[src/pkg/qps_params.svh]
`ifndef QPS_PARAMS_SVH
`define QPS_PARAMS_SVH
// register byte offsets
`define QPS_CTRL_OFF 12'h000
`define QPS_STAT_OFF 12'h004
`define QPS_PARAM_SEL_OFF 12'h008
`define QPS_PARAM_VAL_OFF 12'h00c
`define QPS_IMAG_OFF 12'h010
`define QPS_IOP_OFF 12'h014
`define QPS_HEAT_TIME_OFF 12'h018
// ctrl field positions
`define QPS_CTRL_DET_EN 0
`define QPS_CTRL_CLEAR 1
`define QPS_CTRL_HEAT 2
`define QPS_CTRL_RAMP 3
`define QPS_CTRL_SW_INST 4
// parameter limits in millivolts / milliamps, heating time in seconds, signed 32 bit
`define QPS_VMIN_LO (-32'sd20000)
`define QPS_VMIN_HI 32'sd0
`define QPS_VMIN_DEF 32'sd0
`define QPS_VMAX_LO 32'sd1
`define QPS_VMAX_HI 32'sd20000
`define QPS_VMAX_DEF 32'sd12000
`define QPS_VF_LO (-32'sd10000)
`define QPS_VF_HI 32'sd10000
`define QPS_VF_LO_DEF 32'sd0
`define QPS_VF_HI_DEF 32'sd10000
`define QPS_HT_LO 32'sd5
`define QPS_HT_HI 32'sd120
`define QPS_HT_DEF 32'sd15
`define QPS_IMAX_DEF 32'sd100000
`define QPS_IMIN_DEF 32'sd0
// parameter indices
`define QPS_P_VMIN 3'h0
`define QPS_P_VMAX 3'h1
`define QPS_P_VFLO 3'h2
`define QPS_P_VFHI 3'h3
`define QPS_P_HTIME 3'h4
`define QPS_P_IMIN 3'h5
`define QPS_P_IMAX 3'h6
`define QPS_NPARAM 7
// timing
`define QPS_CLK_HZ 200000000
`define QPS_BEEP_NS 1000
`define QPS_BEEP_CYC (`QPS_BEEP_NS / 5)
`define QPS_MATCH_TOL 32'sd50
`endif

[src/pkg/qps_pkg.sv]
`default_nettype none
package qps_pkg;
   typedef enum logic [1:0] {
      QPS_RUN = 2'b00,
      QPS_HEATING = 2'b01,
      QPS_PAUSED = 2'b11,
      QPS_QUENCH = 2'b10
   } qps_state_t;
   typedef struct packed {
      logic [31:0] imag;
      logic sw_normal;
      logic ext_quench;
   } qps_sense_t;
   typedef struct packed {
      logic [31:0] vcmd;
      logic zero_v;
      logic quench_out;
      logic quench_led;
      logic heater_on;
      logic ext_relay;
      logic beep;
   } qps_drive_t;
endpackage
`default_nettype wire

[src/core/qps_heat_timer.sv]
`include "qps_params.svh"
`default_nettype none
module qps_heat_timer #(
   parameter int unsigned TICK_CYC = `QPS_CLK_HZ
) (
   input wire logic pclk,
   input wire logic presetn,
   input wire logic start,
   input wire logic abort,
   input wire logic [6:0] seconds,
   output logic busy,
   output logic done
);
   logic [31:0] tick_reg;
   logic [6:0] sec_reg;
   // seconds counter, one tick per TICK_CYC cycles
   always_ff @(posedge pclk or negedge presetn) begin
      if (!presetn) begin
         tick_reg <= 32'h0;
         sec_reg <= 7'h0;
         busy <= 1'b0;
         done <= 1'b0;
      end else begin
         done <= 1'b0;
         if (abort) begin
            busy <= 1'b0;
         end else if (start && !busy) begin
            busy <= 1'b1;
            tick_reg <= 32'h0;
            sec_reg <= seconds;
         end else if (busy) begin
            if (tick_reg == TICK_CYC - 1) begin
               tick_reg <= 32'h0;
               if (sec_reg == 7'h1) begin
                  busy <= 1'b0;
                  done <= 1'b1;
               end
               sec_reg <= sec_reg - 7'h1;
            end else begin
               tick_reg <= tick_reg + 32'h1;
            end
         end
      end
   end
endmodule
`default_nettype wire

[src/core/qps_supervisor.sv]
// Contract
// internal quench latches, lights, zeroes, signals
// quench ignores all but clear requests
// clearing quench pauses at present current
// external input acts as quench
// external input undisableable; open reads deasserted
// key clear blocked while external asserted
// config disables internal detection only
// detection off: limit error, follow magnet
// external input zeroes output always
// unheated switch normal: match or quench
// heating tracks magnet, then holds last
// external heater relay follows heater state
// out-of-range entry beeps, keeps old
// min voltage -20.000..0.000, default 0
// max voltage 0.001..20.000, default 12
// follow range -10..+10, default 0..10
// heating time 5..120 s, default 15
// current defaults max 100, min 0
// two remote paths, separate buffers; here one shared APB port, no buffers
// ramp during heating refused with beep
// reset clears quench, loads defaults
//
// Implementation choices: the APB register port and the placing of the registers.
`include "qps_params.svh"
`default_nettype none
module qps_supervisor #(
   parameter int unsigned TICK_CYC = `QPS_CLK_HZ
) (
   input wire logic pclk,
   input wire logic presetn,
   input wire logic psel,
   input wire logic penable,
   input wire logic pwrite,
   input wire logic [11:0] paddr,
   input wire logic [31:0] pwdata,
   output logic [31:0] prdata,
   output logic pready,
   output logic pslverr,
   input wire qps_pkg::qps_sense_t sense,
   input wire logic int_quench_det,
   input wire logic key_clear,
   input wire logic remote_clear,
   input wire logic [31:0] vcmd_req,
   output qps_pkg::qps_drive_t drive,
   output logic [31:0] iop_out
);
   import qps_pkg::*;
   qps_state_t state_reg;
   logic det_en_reg;
   logic heat_reg;
   logic heat_dly_reg;
   logic sw_inst_reg;
   logic [2:0] psel_reg;
   logic signed [31:0] param_reg [`QPS_NPARAM];
   logic signed [31:0] iop_reg;
   logic [15:0] beep_cnt_reg;
   logic beep_req;
   logic wr_acc;
   logic rd_acc;
   logic ctrl_wr;
   logic clear_req;
   logic ext_q;
   logic mismatch;
   logic int_q;
   logic quench_evt;
   logic ramp_req;
   logic heat_busy;
   logic heat_done;
   logic signed [31:0] wval;
   logic signed [31:0] err;
   logic in_range;
   logic addr_ok;

   assign wr_acc = psel && penable && pwrite;
   assign rd_acc = psel && penable && !pwrite;
   assign ctrl_wr = wr_acc && paddr == `QPS_CTRL_OFF;
   assign wval = pwpdata_s(pwdata);
   // external input is active high so an open pin pulled low is quiet
   assign ext_q = sense.ext_quench;
   assign err = sense.imag - iop_reg;
   assign mismatch = (err > `QPS_MATCH_TOL) || (err < -`QPS_MATCH_TOL);
   // internal detection and unheated switch mismatch both gated by config
   assign int_q = det_en_reg && (int_quench_det ||
      (sense.sw_normal && !heat_reg && mismatch));
   assign quench_evt = int_q || ext_q;
   // key clear refused while external input holds
   assign clear_req = (key_clear && !ext_q) ||
      remote_clear || (ctrl_wr && pwdata[`QPS_CTRL_CLEAR]);
   assign ramp_req = ctrl_wr && pwdata[`QPS_CTRL_RAMP];

   function automatic logic signed [31:0] pwpdata_s(input logic [31:0] d);
      pwpdata_s = $signed(d);
   endfunction

   // range check for the selected parameter
   always_comb begin
      unique case (psel_reg)
         `QPS_P_VMIN: in_range = wval >= `QPS_VMIN_LO && wval <= `QPS_VMIN_HI;
         `QPS_P_VMAX: in_range = wval >= `QPS_VMAX_LO && wval <= `QPS_VMAX_HI;
         `QPS_P_VFLO,
         `QPS_P_VFHI: in_range = wval >= `QPS_VF_LO && wval <= `QPS_VF_HI;
         `QPS_P_HTIME: in_range = wval >= `QPS_HT_LO && wval <= `QPS_HT_HI;
         default: in_range = 1'b1;
      endcase
   end

   // quench latch and operating mode
   always_ff @(posedge pclk or negedge presetn) begin
      if (!presetn) begin
         state_reg <= QPS_PAUSED;
      end else begin
         unique case (state_reg)
            QPS_QUENCH: begin
               // only a clear leaves, and a fresh event beats it
               if (clear_req && !quench_evt) begin
                  state_reg <= QPS_PAUSED;
               end
            end
            QPS_HEATING: begin
               if (quench_evt) state_reg <= QPS_QUENCH;
               else if (heat_done) state_reg <= QPS_PAUSED;
            end
            QPS_RUN,
            QPS_PAUSED: begin
               if (quench_evt) state_reg <= QPS_QUENCH;
               else if (heat_busy) state_reg <= QPS_HEATING;
               else if (ramp_req) state_reg <= QPS_RUN;
            end
         endcase
      end
   end

   // operating current register
   always_ff @(posedge pclk or negedge presetn) begin
      if (!presetn) begin
         iop_reg <= 32'sh0;
      end else if (state_reg == QPS_HEATING) begin
         iop_reg <= sense.imag;
      end else if (state_reg == QPS_QUENCH) begin
         iop_reg <= sense.imag; // held value at clear
      end else if (!det_en_reg && sense.sw_normal && !heat_reg) begin
         iop_reg <= sense.imag;
      end else if (!det_en_reg && mismatch) begin
         // step toward magnet current, following it down on a real quench
         iop_reg <= (err > 0) ? iop_reg + `QPS_MATCH_TOL : iop_reg - `QPS_MATCH_TOL;
      end
   end

   // control bits; ignored while quenched
   always_ff @(posedge pclk or negedge presetn) begin
      if (!presetn) begin
         det_en_reg <= 1'b1;
         heat_reg <= 1'b0;
         sw_inst_reg <= 1'b0;
      end else if (ctrl_wr && state_reg != QPS_QUENCH) begin
         det_en_reg <= pwdata[`QPS_CTRL_DET_EN];
         sw_inst_reg <= pwdata[`QPS_CTRL_SW_INST];
         heat_reg <= pwdata[`QPS_CTRL_HEAT] && pwdata[`QPS_CTRL_SW_INST];
      end
   end

   // parameter store, defaults at reset, bad entries kept out
   always_ff @(posedge pclk or negedge presetn) begin
      if (!presetn) begin
         psel_reg <= 3'h0;
         param_reg[`QPS_P_VMIN] <= `QPS_VMIN_DEF;
         param_reg[`QPS_P_VMAX] <= `QPS_VMAX_DEF;
         param_reg[`QPS_P_VFLO] <= `QPS_VF_LO_DEF;
         param_reg[`QPS_P_VFHI] <= `QPS_VF_HI_DEF;
         param_reg[`QPS_P_HTIME] <= `QPS_HT_DEF;
         param_reg[`QPS_P_IMIN] <= `QPS_IMIN_DEF;
         param_reg[`QPS_P_IMAX] <= `QPS_IMAX_DEF;
      end else if (wr_acc && state_reg != QPS_QUENCH) begin
         if (paddr == `QPS_PARAM_SEL_OFF) psel_reg <= pwdata[2:0];
         if (paddr == `QPS_PARAM_VAL_OFF && in_range &&
             psel_reg < 3'(`QPS_NPARAM)) begin
            param_reg[psel_reg] <= wval;
         end
      end
   end

   // one beep for a bad entry, or a ramp or heater request refused
   assign beep_req = (wr_acc && state_reg != QPS_QUENCH && paddr == `QPS_PARAM_VAL_OFF &&
      !in_range) ||
      (ramp_req && state_reg == QPS_HEATING) ||
      (ctrl_wr && state_reg != QPS_QUENCH && pwdata[`QPS_CTRL_HEAT] &&
       !pwdata[`QPS_CTRL_SW_INST]);
   always_ff @(posedge pclk or negedge presetn) begin
      if (!presetn) beep_cnt_reg <= 16'h0;
      else if (beep_req) beep_cnt_reg <= 16'(`QPS_BEEP_CYC);
      else if (beep_cnt_reg != 16'h0) beep_cnt_reg <= beep_cnt_reg - 16'h1;
   end

   // heater edge; a level start would rerun the heating period after it expires
   always_ff @(posedge pclk or negedge presetn) begin
      if (!presetn) heat_dly_reg <= 1'b0;
      else heat_dly_reg <= heat_reg;
   end

   qps_heat_timer #(.TICK_CYC(TICK_CYC)) u_timer (
      .pclk(pclk),
      .presetn(presetn),
      .start(heat_reg && !heat_dly_reg && state_reg != QPS_HEATING &&
         state_reg != QPS_QUENCH),
      .abort(!heat_reg || state_reg == QPS_QUENCH),
      .seconds(param_reg[`QPS_P_HTIME][6:0]),
      .busy(heat_busy),
      .done(heat_done)
   );

   // outputs registered
   always_ff @(posedge pclk or negedge presetn) begin
      if (!presetn) begin
         drive <= '0;
         iop_out <= 32'h0;
      end else begin
         drive.quench_led <= state_reg == QPS_QUENCH || quench_evt;
         drive.quench_out <= state_reg == QPS_QUENCH || quench_evt;
         drive.zero_v <= state_reg == QPS_QUENCH || quench_evt;
         drive.vcmd <= (state_reg == QPS_QUENCH || quench_evt) ? 32'h0 : vcmd_req;
         drive.heater_on <= heat_reg;
         drive.ext_relay <= heat_reg;
         drive.beep <= beep_req || beep_cnt_reg > 16'h1;
         iop_out <= iop_reg;
      end
   end

   // apb slave, zero wait; unmapped answers error
   // both remote paths share this port through an outside arbiter
   assign addr_ok = paddr <= `QPS_HEAT_TIME_OFF && paddr[1:0] == 2'b00;
   always_ff @(posedge pclk or negedge presetn) begin
      if (!presetn) begin
         prdata <= 32'h0;
         pslverr <= 1'b0;
         pready <= 1'b0;
      end else begin
         pready <= psel && !penable;
         pslverr <= psel && !penable && !addr_ok;
         if (psel && !penable && !pwrite) begin
            unique case (paddr)
               `QPS_CTRL_OFF: prdata <= {27'h0, sw_inst_reg, 1'b0, heat_reg, 1'b0, det_en_reg};
               `QPS_STAT_OFF: prdata <= {28'h0, heat_busy, ext_q, state_reg};
               `QPS_PARAM_SEL_OFF: prdata <= {29'h0, psel_reg};
               `QPS_PARAM_VAL_OFF: prdata <= psel_reg < 3'(`QPS_NPARAM) ?
                  param_reg[psel_reg] : 32'h0;
               `QPS_IMAG_OFF: prdata <= sense.imag;
               `QPS_IOP_OFF: prdata <= iop_reg;
               `QPS_HEAT_TIME_OFF: prdata <= param_reg[`QPS_P_HTIME];
               default: prdata <= 32'h0;
            endcase
         end
      end
   end

   // latch holds until cleared, never drops on its own
   quench_hold_a: assert property (@(posedge pclk) disable iff (!presetn)
      state_reg == QPS_QUENCH && !clear_req |=> state_reg == QPS_QUENCH)
      else $error("quench latch dropped without clear");
   ext_zero_a: assert property (@(posedge pclk) disable iff (!presetn)
      ext_q |=> drive.zero_v && drive.vcmd == 32'h0)
      else $error("external quench did not zero output");
   key_block_a: assert property (@(posedge pclk) disable iff (!presetn)
      state_reg == QPS_QUENCH && ext_q |=> state_reg == QPS_QUENCH)
      else $error("quench cleared while external input high");
   clear_pause_a: assert property (@(posedge pclk) disable iff (!presetn)
      state_reg == QPS_QUENCH && clear_req && !quench_evt |=> state_reg == QPS_PAUSED)
      else $error("clear did not pause");
   int_quench_a: assert property (@(posedge pclk) disable iff (!presetn)
      int_quench_det && det_en_reg |=> state_reg == QPS_QUENCH ##1 drive.quench_out)
      else $error("internal quench not latched");
   det_off_a: assert property (@(posedge pclk) disable iff (!presetn)
      !det_en_reg && !ext_q && state_reg == QPS_PAUSED |=> state_reg != QPS_QUENCH)
      else $error("quench with detection off");
   relay_follow_a: assert property (@(posedge pclk) disable iff (!presetn)
      ##1 drive.ext_relay == $past(heat_reg))
      else $error("relay not following heater");
   heat_track_a: assert property (@(posedge pclk) disable iff (!presetn)
      state_reg == QPS_HEATING |=> iop_reg == $past(sense.imag))
      else $error("heating not tracking magnet");
   bad_keep_a: assert property (@(posedge pclk) disable iff (!presetn)
      wr_acc && state_reg != QPS_QUENCH && paddr == `QPS_PARAM_VAL_OFF && !in_range
      |=> $stable(param_reg[psel_reg]) && drive.beep)
      else $error("bad entry stored or no beep");
endmodule
`default_nettype wire

[config.mk]
export PLATFORM = sky130hd
export DESIGN_NAME = qps_supervisor
export DESIGN_NICKNAME = d
export VERILOG_FILES = /design/src/pkg/qps_pkg.sv /design/src/core/qps_heat_timer.sv /design/src/core/qps_supervisor.sv
export VERILOG_INCLUDE_DIRS = /design/src /design/src/pkg
export SDC_FILE = /design/constraint.sdc
export NUM_CORES = 1
export LEC_CHECK = 0
export ABC_AREA = 1
export ABC_CLOCK_PERIOD_IN_PS = 5920
export BUFFER_PORTS_ARGS = -buffer_cell sky130_fd_sc_hd__buf_2
export CORE_MARGIN = 5
export CORE_UTILIZATION = 45
export CTS_BUF_LIST = sky130_fd_sc_hd__clkbuf_8 sky130_fd_sc_hd__clkbuf_16
export DETAILED_ROUTE_END_ITERATION = 7
export PLACE_DENSITY = 0.7
export SETUP_SLACK_MARGIN = 0.05
export SLEW_MARGIN = 10
export SYNTH_ARGS = -nofsm -noshare
export SYNTH_HDL_FRONTEND = slang
export SYNTH_HIERARCHICAL = 1
export SYNTH_SLANG_ARGS = --single-unit
[constraint.sdc]
create_clock -name pclk -period 5.92 [get_ports pclk]
set_input_delay 0.592 -clock pclk [delete_from_list [all_inputs] [get_ports pclk]]
set_output_delay 0.592 -clock pclk [all_outputs]
set_load 0.05 [all_outputs]
* Word-level counts from Yosys, hierarchy flattened
Index checks and enable logic that the tools add are counted.
Storage, ports and cells: input bits 118, word-level logic and storage cells 183, output and inout bits 104, flip-flop bits (word level) 422
Operators by class: bitwise operators 2, $add $sub $neg 6, multiplexer cells 40, reductions and logical operators 73, equal/unequal tests 20, magnitude comparators 16
Operator list (number):
- $mux 32 | 13
- $bwmux 224 | 1
- $pmux 32 s7 | 1
- $bmux 32 s3 | 1
- $demux 32 s3 | 1
- $eq 12x5->1 const B | 3
- $logic_and 1x1->1 | 36
- $add 32x1->32 const B | 1
- $add 32x7->32 const B | 1
- $eq 32x28->1 const B | 1
- $ge 32x15->1 const B | 1
- $ge 32x16->1 const B | 1
- $ge 32x2->1 const B | 1
- $ge 32x4->1 const B | 1
- $gt 32x1->1 const B | 1
- $gt 32x7->1 const B | 1
- $le 32x1->1 const B | 1
- $le 32x15->1 const B | 1
- $le 32x16->1 const B | 1
- $le 32x8->1 const B | 1
- $lt 32x7->1 const B | 1
- $mux 16 | 2
- $sub 32x32->32 | 1
- $sub 32x7->32 const B | 1
- other kinds (37) | 83

* Depth between registers and ports, before layout
Gate-level depths: netlist (run 1).
word-level depth 11, depth in mapped cells 38, mapped depth without buffers 38

* Cells and area by module
The synthesis (run 1) kept the hierarchy.
By module, submodules not included:
- qps_supervisor | instances 1, area each 21328.0 um2, cells each 2783
- qps_heat_timer | instances 1, area each 2705.1 um2, cells each 416

* Least setup slack after synthesis (run 1)
No wires, ideal clock.
path kind input to register, start in sense[2] (netlist bit), end reg iop_reg[23], arrival 5029 ps, stages on the path 32, slack 768 ps, path buffers 0, path through inv_1 -> ha_1 -> inv_1 -> fa_1 -> nand3_1 -> nand3_1 -> nand3_1 -> nand3_1 -> nand2_1 -> nand3b_1 -> nand2_1 -> nand2_1 -> nor2_1 -> nand2_1 -> nor2_2 -> nand4_1 -> nand2_1 -> inv_1 -> fa_1 -> o21ai_0 -> a21oi_1 -> o21bai_1 -> nand2_1 -> nand2_1 -> a21oi_1 -> o21ai_0 -> nand2_1 -> nand2_1 -> a21oi_1 -> xnor2_1 -> o21ai_0 -> nand2_1
On the way: cells in the longest elaborated chain, start to end 7, elaborated cells on any way between the ends 12, classes of those cells add/sub: 1; order compare: 3; mux: 5; reduce/logical: 3
Ends and longest elaborated chain:
- start: declaration | RTL line qps_supervisor.sv:40 | input wire qps_pkg::qps_sense_t sense,
- $sub 32x32->32 * | RTL line qps_supervisor.sv:81 | assign err = sense.imag - iop_reg;
- $gt 32x1->1 | RTL line qps_supervisor.sv:146 | iop_reg <= (err > 0) ? iop_reg + `QPS_MATCH_TOL : iop_reg - `QPS_MATCH_TOL;
- $mux 32 (no line)
- $mux 32 | RTL line qps_supervisor.sv:144 | end else if (!det_en_reg && mismatch) begin
- $mux 32 | RTL line qps_supervisor.sv:142 | end else if (!det_en_reg && sense.sw_normal && !heat_reg) begin
- $mux 32 | RTL line qps_supervisor.sv:140 | end else if (state_reg == QPS_QUENCH) begin
- $mux 32 | RTL line qps_supervisor.sv:138 | end else if (state_reg == QPS_HEATING) begin
- end signal: assignment | RTL line qps_supervisor.sv:139 | iop_reg <= sense.imag;
- end signal: assignment | RTL line qps_supervisor.sv:141 | iop_reg <= sense.imag;
- end signal: assignment | RTL line qps_supervisor.sv:143 | iop_reg <= sense.imag;
- end: declaration | RTL line qps_supervisor.sv:56 | logic signed [31:0] iop_reg;
Mark *: on every way between the ends. The rest lies on a longest branch, timed or not. The select of a mux whose other input is x is not followed. A chain may end at the register's enable or synchronous reset.

* Worst setup path after layout (run 1)
start reg iop_reg[9], end reg iop_reg[23]
On the way: cells in the longest elaborated chain, start to end 7, elaborated cells on any way between the ends 14, classes of those cells add/sub: 3; order compare: 3; mux: 5; reduce/logical: 3
Ends and longest elaborated chain (RTL line):
- $sub 32x32->32 | qps_supervisor.sv:81
- $gt 32x1->1 | qps_supervisor.sv:146
- $mux 32 (no line)
- $mux 32 | qps_supervisor.sv:144
- $mux 32 | qps_supervisor.sv:142
- $mux 32 | qps_supervisor.sv:140
- $mux 32 | qps_supervisor.sv:138
Parallel ways exist; a longest one is shown, timed or not. The select of a mux whose other input is x is not followed.

==> results by stage, run 1 <==
GRT:
- Across every metal layer, demand over resource in global routing totals around 25%.
- The via count of the first global-routing pass is around 21000.
- The wire length of the first global-routing pass is around 120000 microns.
- The initial antenna violation count came to 3.
- The maximum number of pins on one net before global-route repair is 162.
- The aggregate global routing overflow is 0.

Pwr:
- In this run, the combinational gates consume a little under half of the power.
- The analysis attributes to net switching a power of roughly 5.4 mW.
- The internal portion of total power is slightly below 7 mW.
- The part of the total power dissipated in sequential elements is 28.1%.
- The worst vdd rail ir drop is 276 uV.
- The ratio of total power to cell area is between 400 and 500 mW/mm^2.
- The share of total power dissipated in the clock network is between 20% and 30%.
- For this design the static power due to leakage is 14.3 nW.
- The net switching fraction of the power is a little over two fifths.

Timing:
- In this run the tightest slew margin relative to its limit is about a fifth.
- The final critical path time including I/O delays and setup is 5.37 ns.
- The slew at the pin closest to its max-slew limit is 1.20 ns.
- The timing-limited maximum frequency is around 190 MHz.
- The final cycle utilization of the critical path is slightly above 90%.
- Setup repair after global routing left no endpoint under its margin.
- Clock skew on the completed layout was measured at between 0.03 and 0.04 ns.
- The total count of hold-check failures in the final report is 0.
- The setup violation total in the final timing report is 0.
- The number of slew-limit violations in the final report is 0.
- The final total negative setup slack is 0 ns.

Logic synthesis:
- Of the post-synthesis cell area, the part taken by muxes is 0%.
- Summing the areas of all compound-gate instances in the mapped netlist gives roughly 14% of the synthesized area.
- The average instance in the mapped netlist occupies roughly 7.5 sq um.
- The number of enable-type register cells in the synthesized netlist is 0.
- By area, the combinational part of the netlist is dominated by simple AND/OR/NAND/NOR gates.
- The netlist area before placement is 0.0240 sq mm.
- Summing the areas of all fa, ha and maj instances in the mapped netlist gives ~3.7% of the synthesized area.
- The most used flip-flop cell after synthesis is dfrtp_1.
- When the netlist entered floorplanning its net count stood at 3387.
- Synthesis inferred about 420 register bits.
- The count of warnings emitted by yosys is 6.
- Sequential cells were found to cover between 40% and 50% of the synthesized design area.
- The count of unique library cells instantiated by Yosys is between 60 and 70.
- The synthesized instance count is 3199.
- The post-synthesis xor/xnor area fraction is under 10%.
- Of the total synthesized cell area, the portion taken by AND, OR, NAND and NOR gates is 27.3%.
- Counting flops with an async set or reset pin after synthesis yields a share of 100%.

Clocking:
- TritonCTS built the clock tree.
- The clock tree synthesis step divided the H-tree into 2 levels.
- CTS placed an instance of clkbuf_16 at the clock tree root.
- Clock tree synthesis inserted a total of 47 buffers.
- The clock transition time at the flip-flop clock pins of the worst setup and hold paths is approximately 0.060 ns.
- The clock passes through at most 3 buffers.
- The later pin in the worst-skew pair is clocked with a latency of 0.62 ns.
- The clock drives 422 sinks.
- In this run the post-CTS setup repair buffer count came out at 0.

Final layout:
- The count of filler cells inserted in the layout is roughly 5100.
- The share of post-route cells with drive strength above 1 is a little over an eighth.
- The repair_antennas step left the layout with diodes totalling 0.
- The utilization after layout is 51.9%.
- Compared with the post-synthesis result, the final layout area differs by 14.0%.
- The register with the most flip-flops in the layout has ~220 of them.
- The number of nets at the end of the flow is approximately 3600.

Place:
- The routability congestion estimate from global placement is approximately 0.95.
- The estimated wirelength of the detail-placed design is between 50000 and 60000 microns.
- Port buffering added between 200 and 250 buffers.

Outcome:
- The flow ran to the end, and the final reports show no timing, DRC or antenna violations.

Setup path:
- STA classifies the critical path startpoint as a register.
- The most frequent cell on the critical path is nand2_1.
- STA puts the critical path data required time at about 6.4 ns.
- The data arrival time of the critical path is between 5 and 6 ns.
- In this design, the stage delay of the slowest critical-path cell is 0.46 ns.
- For this design, the slowest cell found on the critical path is dfrtp_1.
- The worst setup path is captured at a register.
- The critical path start-end classification is reg2reg.
- The largest fanout on the critical path is 4.

Die:
- The number of core rows is 84.
- From left edge to right edge, the die measures approximately 240 microns.
- The initial core utilization is around 46%.
- The number of I/O pins is around 220.
- The core area is ~0.053 sq mm.
- The die span in y is 241 microns.
- The floorplan step defined a die boundary enclosing between 0.05 and 0.06 sq mm.

Drt:
- For this run, design rule violations remaining after detail routing come to 0.
- Using the TritonRoute via totals, the vias-per-cell ratio works out to around 5.4.
- The number of optimization iterations in the first detailed-route pass is 6.
- The routed layout has between 20000 and 25000 vias.
- Dividing the detail-routed wire length by the instance count gives between 15 and 20 microns.
- The detail route stage leaves a number of antenna-violating nets equal to 0.
- The first routing iteration left ~1900 violations.
- The final wirelength is ~75000 microns.

Job:
- The max capacitance violation total is 0.

Min path:
- The worst min-delay path class is in2reg.
worst max-delay path, delay by kind of cell (launching register included):
| kind | cells | cell delay, ns |
|---|---|---|
| adder cells (fa/ha/maj) | 2 | 0.78 |
| AND/OR/NAND/NOR | 19 | 2.31 |
| buffers and inverters | 2 | 0.29 |
| XOR/XNOR | 1 | 0.13 |
| AO/OA/AOI/OAI | 7 | 1.30 |
| flip-flops | 1 | 0.46 |
placed cells by master (no fill, tap or decap), types with 6 or more instances in the layout:
| cell type | netlist | final |
|---|---|---|
| o221a_2 | 14 | 14 |
| buf_2 | 29 | 220 |
| nand2_1 | 971 | 971 |
| o211ai_1 | 29 | 29 |
| o21ai_1 | 50 | 51 |
| clkbuf_16 | 0 | 47 |
| a221oi_1 | 34 | 34 |
| nand4_1 | 40 | 40 |
| a21oi_1 | 107 | 107 |
| inv_1 | 436 | 449 |
| nor3_1 | 48 | 47 |
| nand2_2 | 7 | 7 |
| nand3b_1 | 11 | 11 |
| a2bb2oi_1 | 28 | 28 |
| nor2_2 | 38 | 44 |
| o211a_1 | 13 | 13 |
| nor2_1 | 283 | 277 |
| o2111ai_1 | 6 | 6 |
| or2_2 | 6 | 6 |
| nor3_2 | 5 | 6 |
| bufinv_16 | 0 | 8 |
| o21bai_1 | 8 | 8 |
| xnor2_1 | 25 | 25 |
| inv_2 | 9 | 9 |
| dfrtp_1 | 397 | 397 |
| nand2_4 | 6 | 6 |
| o22ai_1 | 15 | 15 |
| clkinv_2 | 0 | 7 |
| o31ai_1 | 6 | 6 |
| nor4_1 | 10 | 10 |
| ha_1 | 68 | 68 |
| buf_4 | 4 | 19 |
| a31oi_1 | 11 | 11 |
| nand3_1 | 114 | 114 |
| o21ai_0 | 200 | 199 |
| xor2_1 | 25 | 25 |
| dfstp_2 | 25 | 25 |
synthesized netlist by cell type (all sizes together) (4+ instances only):
library cell | count | share of area, %
dfstp | 25 | 2.7
o221a | 14 | 0.66
nand4 | 42 | 1.2
ha | 68 | 3.5
clkbuf | 61 | 0.96
nor2 | 323 | 5.5
o21bai | 8 | 0.25
o211a | 13 | 0.54
nand3b | 11 | 0.34
inv | 447 | 7.0
xor2 | 25 | 0.91
o22ai | 15 | 0.39
a21oi | 108 | 2.3
a31oi | 11 | 0.29
nor3 | 53 | 1.2
o2111ai | 6 | 0.22
o31ai | 6 | 0.19
nand3 | 118 | 2.6
or2 | 8 | 0.21
xnor2 | 25 | 0.91
a2bb2oi | 28 | 1.0
and2 | 4 | 0.10
o21ai | 250 | 5.2
nand2 | 984 | 16
nor4 | 12 | 0.36
a211oi | 4 | 0.12
dfrtp | 397 | 41
buf | 46 | 1.2
a221oi | 34 | 1.2
o311ai | 4 | 0.15
o211ai | 29 | 0.91
cell families after synthesis:
kind of cell | count (synthesis)
and+or+nand+nor | 1558
buffers and inverters | 556
AOI/OAI and AO/OA | 543
DFF | 422
adders and majority gates | 70
xor gates and xnor gates | 50
power by group through the flow:
stage	Sequential (mW)	Clock (mW)	Combinational (mW)
finish	3.43	3.14	5.65
detailed placement	3.48	0	5.54
global route	3.46	3.31	6.30
floorplan	3.91	0	3.66
global placement	3.48	0	5.52
CTS	3.43	3.19	5.57
area by class of cell:
cell class / count / area, sq um / area share [%]
multi-input combinational: 2221 / 11200 / 41.0
clock buffer: 52 / 1240 / 4.54
sequential: 422 / 10600 / 38.7
inverter: 449 / 1700 / 6.19
tap: 688 / 861 / 3.14
timing repair buffer: 244 / 1330 / 4.85
clock inverter: 35 / 427 / 1.56
worst paths after layout:
path	startpoint	to	slack, ns	depth (start not counted)
hold / removal	vcmd_req[1]	drive[7]$_DFF_PN0_	0.18	3
setup / recovery	iop_reg[9]$_DFFE_PN0P_	iop_reg[23]$_DFFE_PN0P_	0.55	31
hold reg to reg	iop_reg[2]$_DFFE_PN0P_	iop_out[2]$_DFF_PN0_	0.42	0
setup reg to reg	iop_reg[9]$_DFFE_PN0P_	iop_reg[23]$_DFFE_PN0P_	0.55	31
min in group asynchronous	presetn	u_timer/tick_reg[15]$_DFFE_PN0P_	0.54	2
max in group asynchronous	presetn	iop_out[30]$_DFF_PN0_	4.04	3
stage by stage:
| stage | total power, mW | std cells | hold WS, ns | area, sq um | setup WS (ns) |
|---|---|---|---|---|---|
| floorplan | 7.57 | 3199 | 0.296 | 24000 | 0.768 |
| global placement | 8.99 | 4023 | 0.414 | 25700 | 0.402 |
| detailed placement | 9.02 | 4023 | 0.410 | 25700 | 0.315 |
| CTS | 12.2 | 4111 | 0.150 | 27400 | 0.577 |
| global route | 13.1 | 4111 | 0.172 | 27400 | 0.0913 |
| finish | 12.2 | 4111 | 0.180 | 27400 | 0.550 |
what timing repair did:
| action | 4_1_cts | 5_1_grt |
|---|---|---|
| hold endpoints to repair | 41 | 0 |
| gates resized for setup | 0 | 1 |
| setup endpoints to repair | 0 | 1 |
| hold buffers | 1 | 0 |
per-layer routing:
| layer | global-route usage (%) | up-vias | routed length (microns) |
|---|---|---|---|
| met4 | 6.51 | 4 | 1850 |
| met2 | 39.2 | 873 | 33600 |
| li1 | - | 10700 | - |
| met1 | 36.4 | 10500 | 33200 |
| met3 | 4.51 | 128 | 6120 |
| met5 | 0 | - | 28 |
Power figures use the tool's default switching activity.
==> run 2: changes to the inputs <==
ABC_AREA = not set   (was 1)
==> results by stage, run 2 <==
Die:
- Pin placement for this block handled about 220 I/O pins.
- Measured along the x axis, the die boundary spans between 200 and 250 microns.
- The die span in y is 235 microns.
- For this configuration, the core starts out at a cell density of 45.6%.
- The area enclosed by the die boundary is 0.0554 sq mm.
- Row generation in the floorplan step produced slightly above 80 rows.
- The region available for standard cell placement spans approximately 0.05 sq mm.

Timing:
- The final critical path takes up 97.3% of the cycle.
- The number of slew-limit violations in the final report is 0.
- The clock arrives with 0.0152 ns of skew.
- Setup violations remaining at the end of the flow were counted as 0.
- The final critical path time including I/O delays and setup is slightly below 6 ns.
- The timing-limited maximum frequency is roughly 170 MHz.
- At the pin with the least slew margin, the transition time is approximately 1.1 ns.
- The total count of hold-check failures in the final report was 0.
- Setup repair after global routing could not meet its margin everywhere.
- The relative slew slack is roughly a quarter.

Min path:
- The worst hold path belongs to the class in2async.

Pwr:
- The net switching power is between 6 and 7 mW.
- For this design the static power due to leakage is 13.7 nW.
- The part of the total power dissipated in sequential elements is a little under a quarter.
- The fraction of power consumed by the clock network is around 17%.
- The worst vdd rail ir drop is about 340 uV.
- The ratio of total power to cell area is about 530 mW/mm^2.
- The combinational share of power is ~60%.
- The net switching fraction of the power is around two fifths.
- The post-layout total power is 15.0 mW.
- The internal portion of total power is between 8 and 9 mW.

Place:
- Port buffering added 221 buffers.
- The estimated wirelength of the detail-placed design is about 54000 microns.
- The routability congestion estimate from global placement is around 0.98.
- The post-placement cell count is 3321.

Clocking:
- The number of buffers inserted for hold repair after clock tree synthesis is 0.
- Clock-pin slew was measured on the worst setup and hold paths at around 0.06 ns.
- Clock tree synthesis found a total of 422 sinks.
- Clock tree synthesis inserted a total of 44 buffers.
- The library cell used as clock root buffer is clkbuf_16.
- For the worst-skew pair, the clock arrives at the later sink with an insertion delay of between 0.5 and 0.6 ns.
- The level count of the clock H-tree is 2.
- The clock tree from TritonCTS is yes.
- The maximum number of buffers from clock root to sink is 3.

Drt:
- The first detailed-routing pass ran for 8 iterations.
- The detailed-route wire length per cell is about 21 microns.
- Summing over every cut layer, the via total after detailed routing is just under 20000.
- The residual DRC count is 0.
- Wires add up to 71600 microns.
- The via density per instance is approximately 5.8.
- The number of routed nets with antenna violations is 0.
- The starting DRC count in detailed routing is about 1800.

GRT:
- The via count of the first global-routing pass came to about 20000.
- The maximum number of pins on one net before global-route repair is 156.
- The initial antenna violation count is 5.
- The all-layer global routing usage is around a quarter.
- The wire length of the first global-routing pass is between 100000 and 150000 microns.
- The aggregate global routing overflow is 0.

Logic synthesis:
- In the post-synthesis netlist, the biggest area contributors are dfrtp_1 43%, mux2_2 5.2%, ha_1 3.7%.
- The share of the Yosys chip area taken by registers is about 46%.
- The average instance area after synthesis is about 10 sq um.
- The cell type with the largest total area after synthesis is dfrtp_1.
- The number of nets in the synthesized netlist is about 2500.
- The number of enable-type register cells in the synthesized netlist is 0.
- The share of async-settable or async-resettable flops after synthesis is 100%.
- The netlist area before placement is ~0.023 sq mm.
- For this run, the leading register cell type out of synthesis is dfrtp_1.
- Synthesis produced a netlist whose cell count is about 2300.
- Among all cell types in the netlist, the one instantiated most often is dfrtp_1.
- The Yosys step of the flow raised 6 warnings.
- The area share of the leading cell type in the synthesized netlist is between 40% and 50%.
- The number of storage elements in the synthesis netlist is ~420.
- In this run, distinct cell masters in the synthesized netlist total between 100 and 150.
- By count the netlist is led by 397 x dfrtp_1, 201 x nand2_1, 150 x nor2_1.

Outcome:
- The run finished with clean final reports.

Final layout:
- The share of post-route cells with drive strength above 1 is a little under a third.
- The flip-flop count of the largest register after layout is ~220.
- Leaving out fill and tap cells, the most frequent cells in the layout are 396 x dfrtp_1, 287 x buf_4, 220 x buf_2, 201 x nand2_1, 143 x nor2_1.
- The number of nets at the end of the flow is just under 3000.
- The number of standard cells in the layout, taps in and fillers out is about 3400.
- Leaving out fill and tap cells, the most frequent cell in the layout is dfrtp_1.
- The post-synthesis to final-layout area growth is 23.7%.

Setup path:
- The critical path endpoint category is a register.
- The critical path in this run is classified as reg2reg.
- Data on the critical path is required at its endpoint by between 6 and 7 ns.
- STA classifies the critical path startpoint as a register.
- The data arrival time of the critical path is about 6.3 ns.
- In this run the worst path has a maximum fanout of 7.

Job:
- The max capacitance violation total is 0.
-- run 2: cell types whose count changed after synthesis, moves of 42 or more --
cell and delta:
o21ai_0 -72, clkbuf_1 +43, nand2_1 -770, nor2b_1 +60
a22oi_1 +42, mux2_2 +105, inv_1 -335, nor2_1 -133
a21o_1 +44, mux2i_1 +56, nand3_1 -67
-- run 2: layout make-up --
class                           instances  area, sq um
Fill cell                            4337        21900
Inverter                              102          395
Clock inverter                         29          135
Antenna cell                            1         2.50
Sequential cell                       422        10600
Timing Repair Buffer                  519         3430
Clock buffer                           49         1180
Multi-Input combinational cell       1622        11700
Tap cell                              672          841
-- run 2: cell families after synthesis --
logic type | after synthesis | share of synthesized area [%]
AOI/OAI and AO/OA | 579 | 17.5
xor gates and xnor gates | 78 | 2.99
buffers and inverters | 242 | 4.36
adders and majority gates | 70 | 3.90
muxes | 195 | 9.56
DFF | 422 | 46.3
and+or+nand+nor | 700 | 15.4
-- run 2: final timing paths --
path	start	endpoint	slack, ns	cells past startpoint
min in group pclk	vcmd_req[11]	drive[17]$_DFF_PN0_	0.23	2
min reg2reg	prdata[6]$_DFFE_PN0P_	prdata[6]$_DFFE_PN0P_	0.47	1
max in group asynchronous	presetn	param_reg[55]$_DFFE_PN0P_	4.44	2
min	presetn	u_timer/tick_reg[2]$_DFFE_PN0P_	0.1	1
max reg2reg	iop_reg[2]$_DFFE_PN0P_	iop_reg[31]$_DFFE_PN0P_	0.16	25
max	iop_reg[2]$_DFFE_PN0P_	iop_reg[31]$_DFFE_PN0P_	0.16	25
-- run 2: routing by layer --
layer | global-route usage, % | vias up | part of all wire, %
li1 | - | 9146 | -
met1 | 34.9 | 9876 | 44
met2 | 39.1 | 694 | 46
met3 | 4.15 | 136 | 6.1
met4 | 8.08 | 4 | 3.0
met5 | 0 | - | 0.035
-- run 2: what timing repair did --
| item | in CTS | in global routing |
|---|---|---|
| pin swaps | 7 | 31 |
| gates resized for setup | 13 | 52 |
| setup endpoints to repair | 6 | 11 |
| buffers inserted | 4 | 12 |
-- run 2: through the flow --
| step | utilization, % | instance area [sq um] | hold WS [ns] | setup slack (ns) | setup TNS, ns |
|---|---|---|---|---|---|
| after detailed placement | 52.9 | 26500 | 0.465 | -0.496 | -2.49 |
| after global placement | 52.9 | 26500 | 0.457 | -0.410 | -1.75 |
| after floorplan | - | 23000 | 0.296 | -0.303 | -0.494 |
| after global routing | 56.4 | 28300 | 0.172 | -0.0701 | -0.132 |
| after CTS | 55.7 | 27900 | 0.145 | 0.0644 | 0 |
| final | 56.4 | 28300 | 0.0966 | 0.160 | 0 |
-- run 2: power by group through the flow --
| stage | sequential, mW | clock, mW | combinational (mW) |
|---|---|---|---|
| after floorplan | 4.04 | 0 | 4.26 |
| after global placement | 3.44 | 0 | 7.92 |
| final | 3.41 | 2.56 | 9.00 |
| after global routing | 3.43 | 2.71 | 9.67 |
| after CTS | 3.40 | 2.60 | 8.22 |
| after detailed placement | 3.45 | 0 | 8.09 |
-- run 2: worst max-delay path, cell delays in order, from the launching register on --
cell       delay, ns
dfrtp_1         0.36
inv_1           0.09
ha_1            0.30
buf_4           0.14
a211oi_2        0.06
o211ai_2        0.29
a31oi_4         0.16
or4_4           0.44
a31o_1          0.26
a2111oi_2       0.35
nand4_1         0.22
o31ai_4         0.23
buf_6           0.16
buf_8           0.15
ha_4            0.21
a2111o_1        0.36
a21oi_2         0.15
a2111oi_4       0.08
o311ai_4        0.35
a21boi_2        0.12
nor3_2          0.16
o31ai_2         0.10
o41a_1          0.35
xnor2_2         0.17
a211oi_2        0.23
a2bb2oi_1       0.17
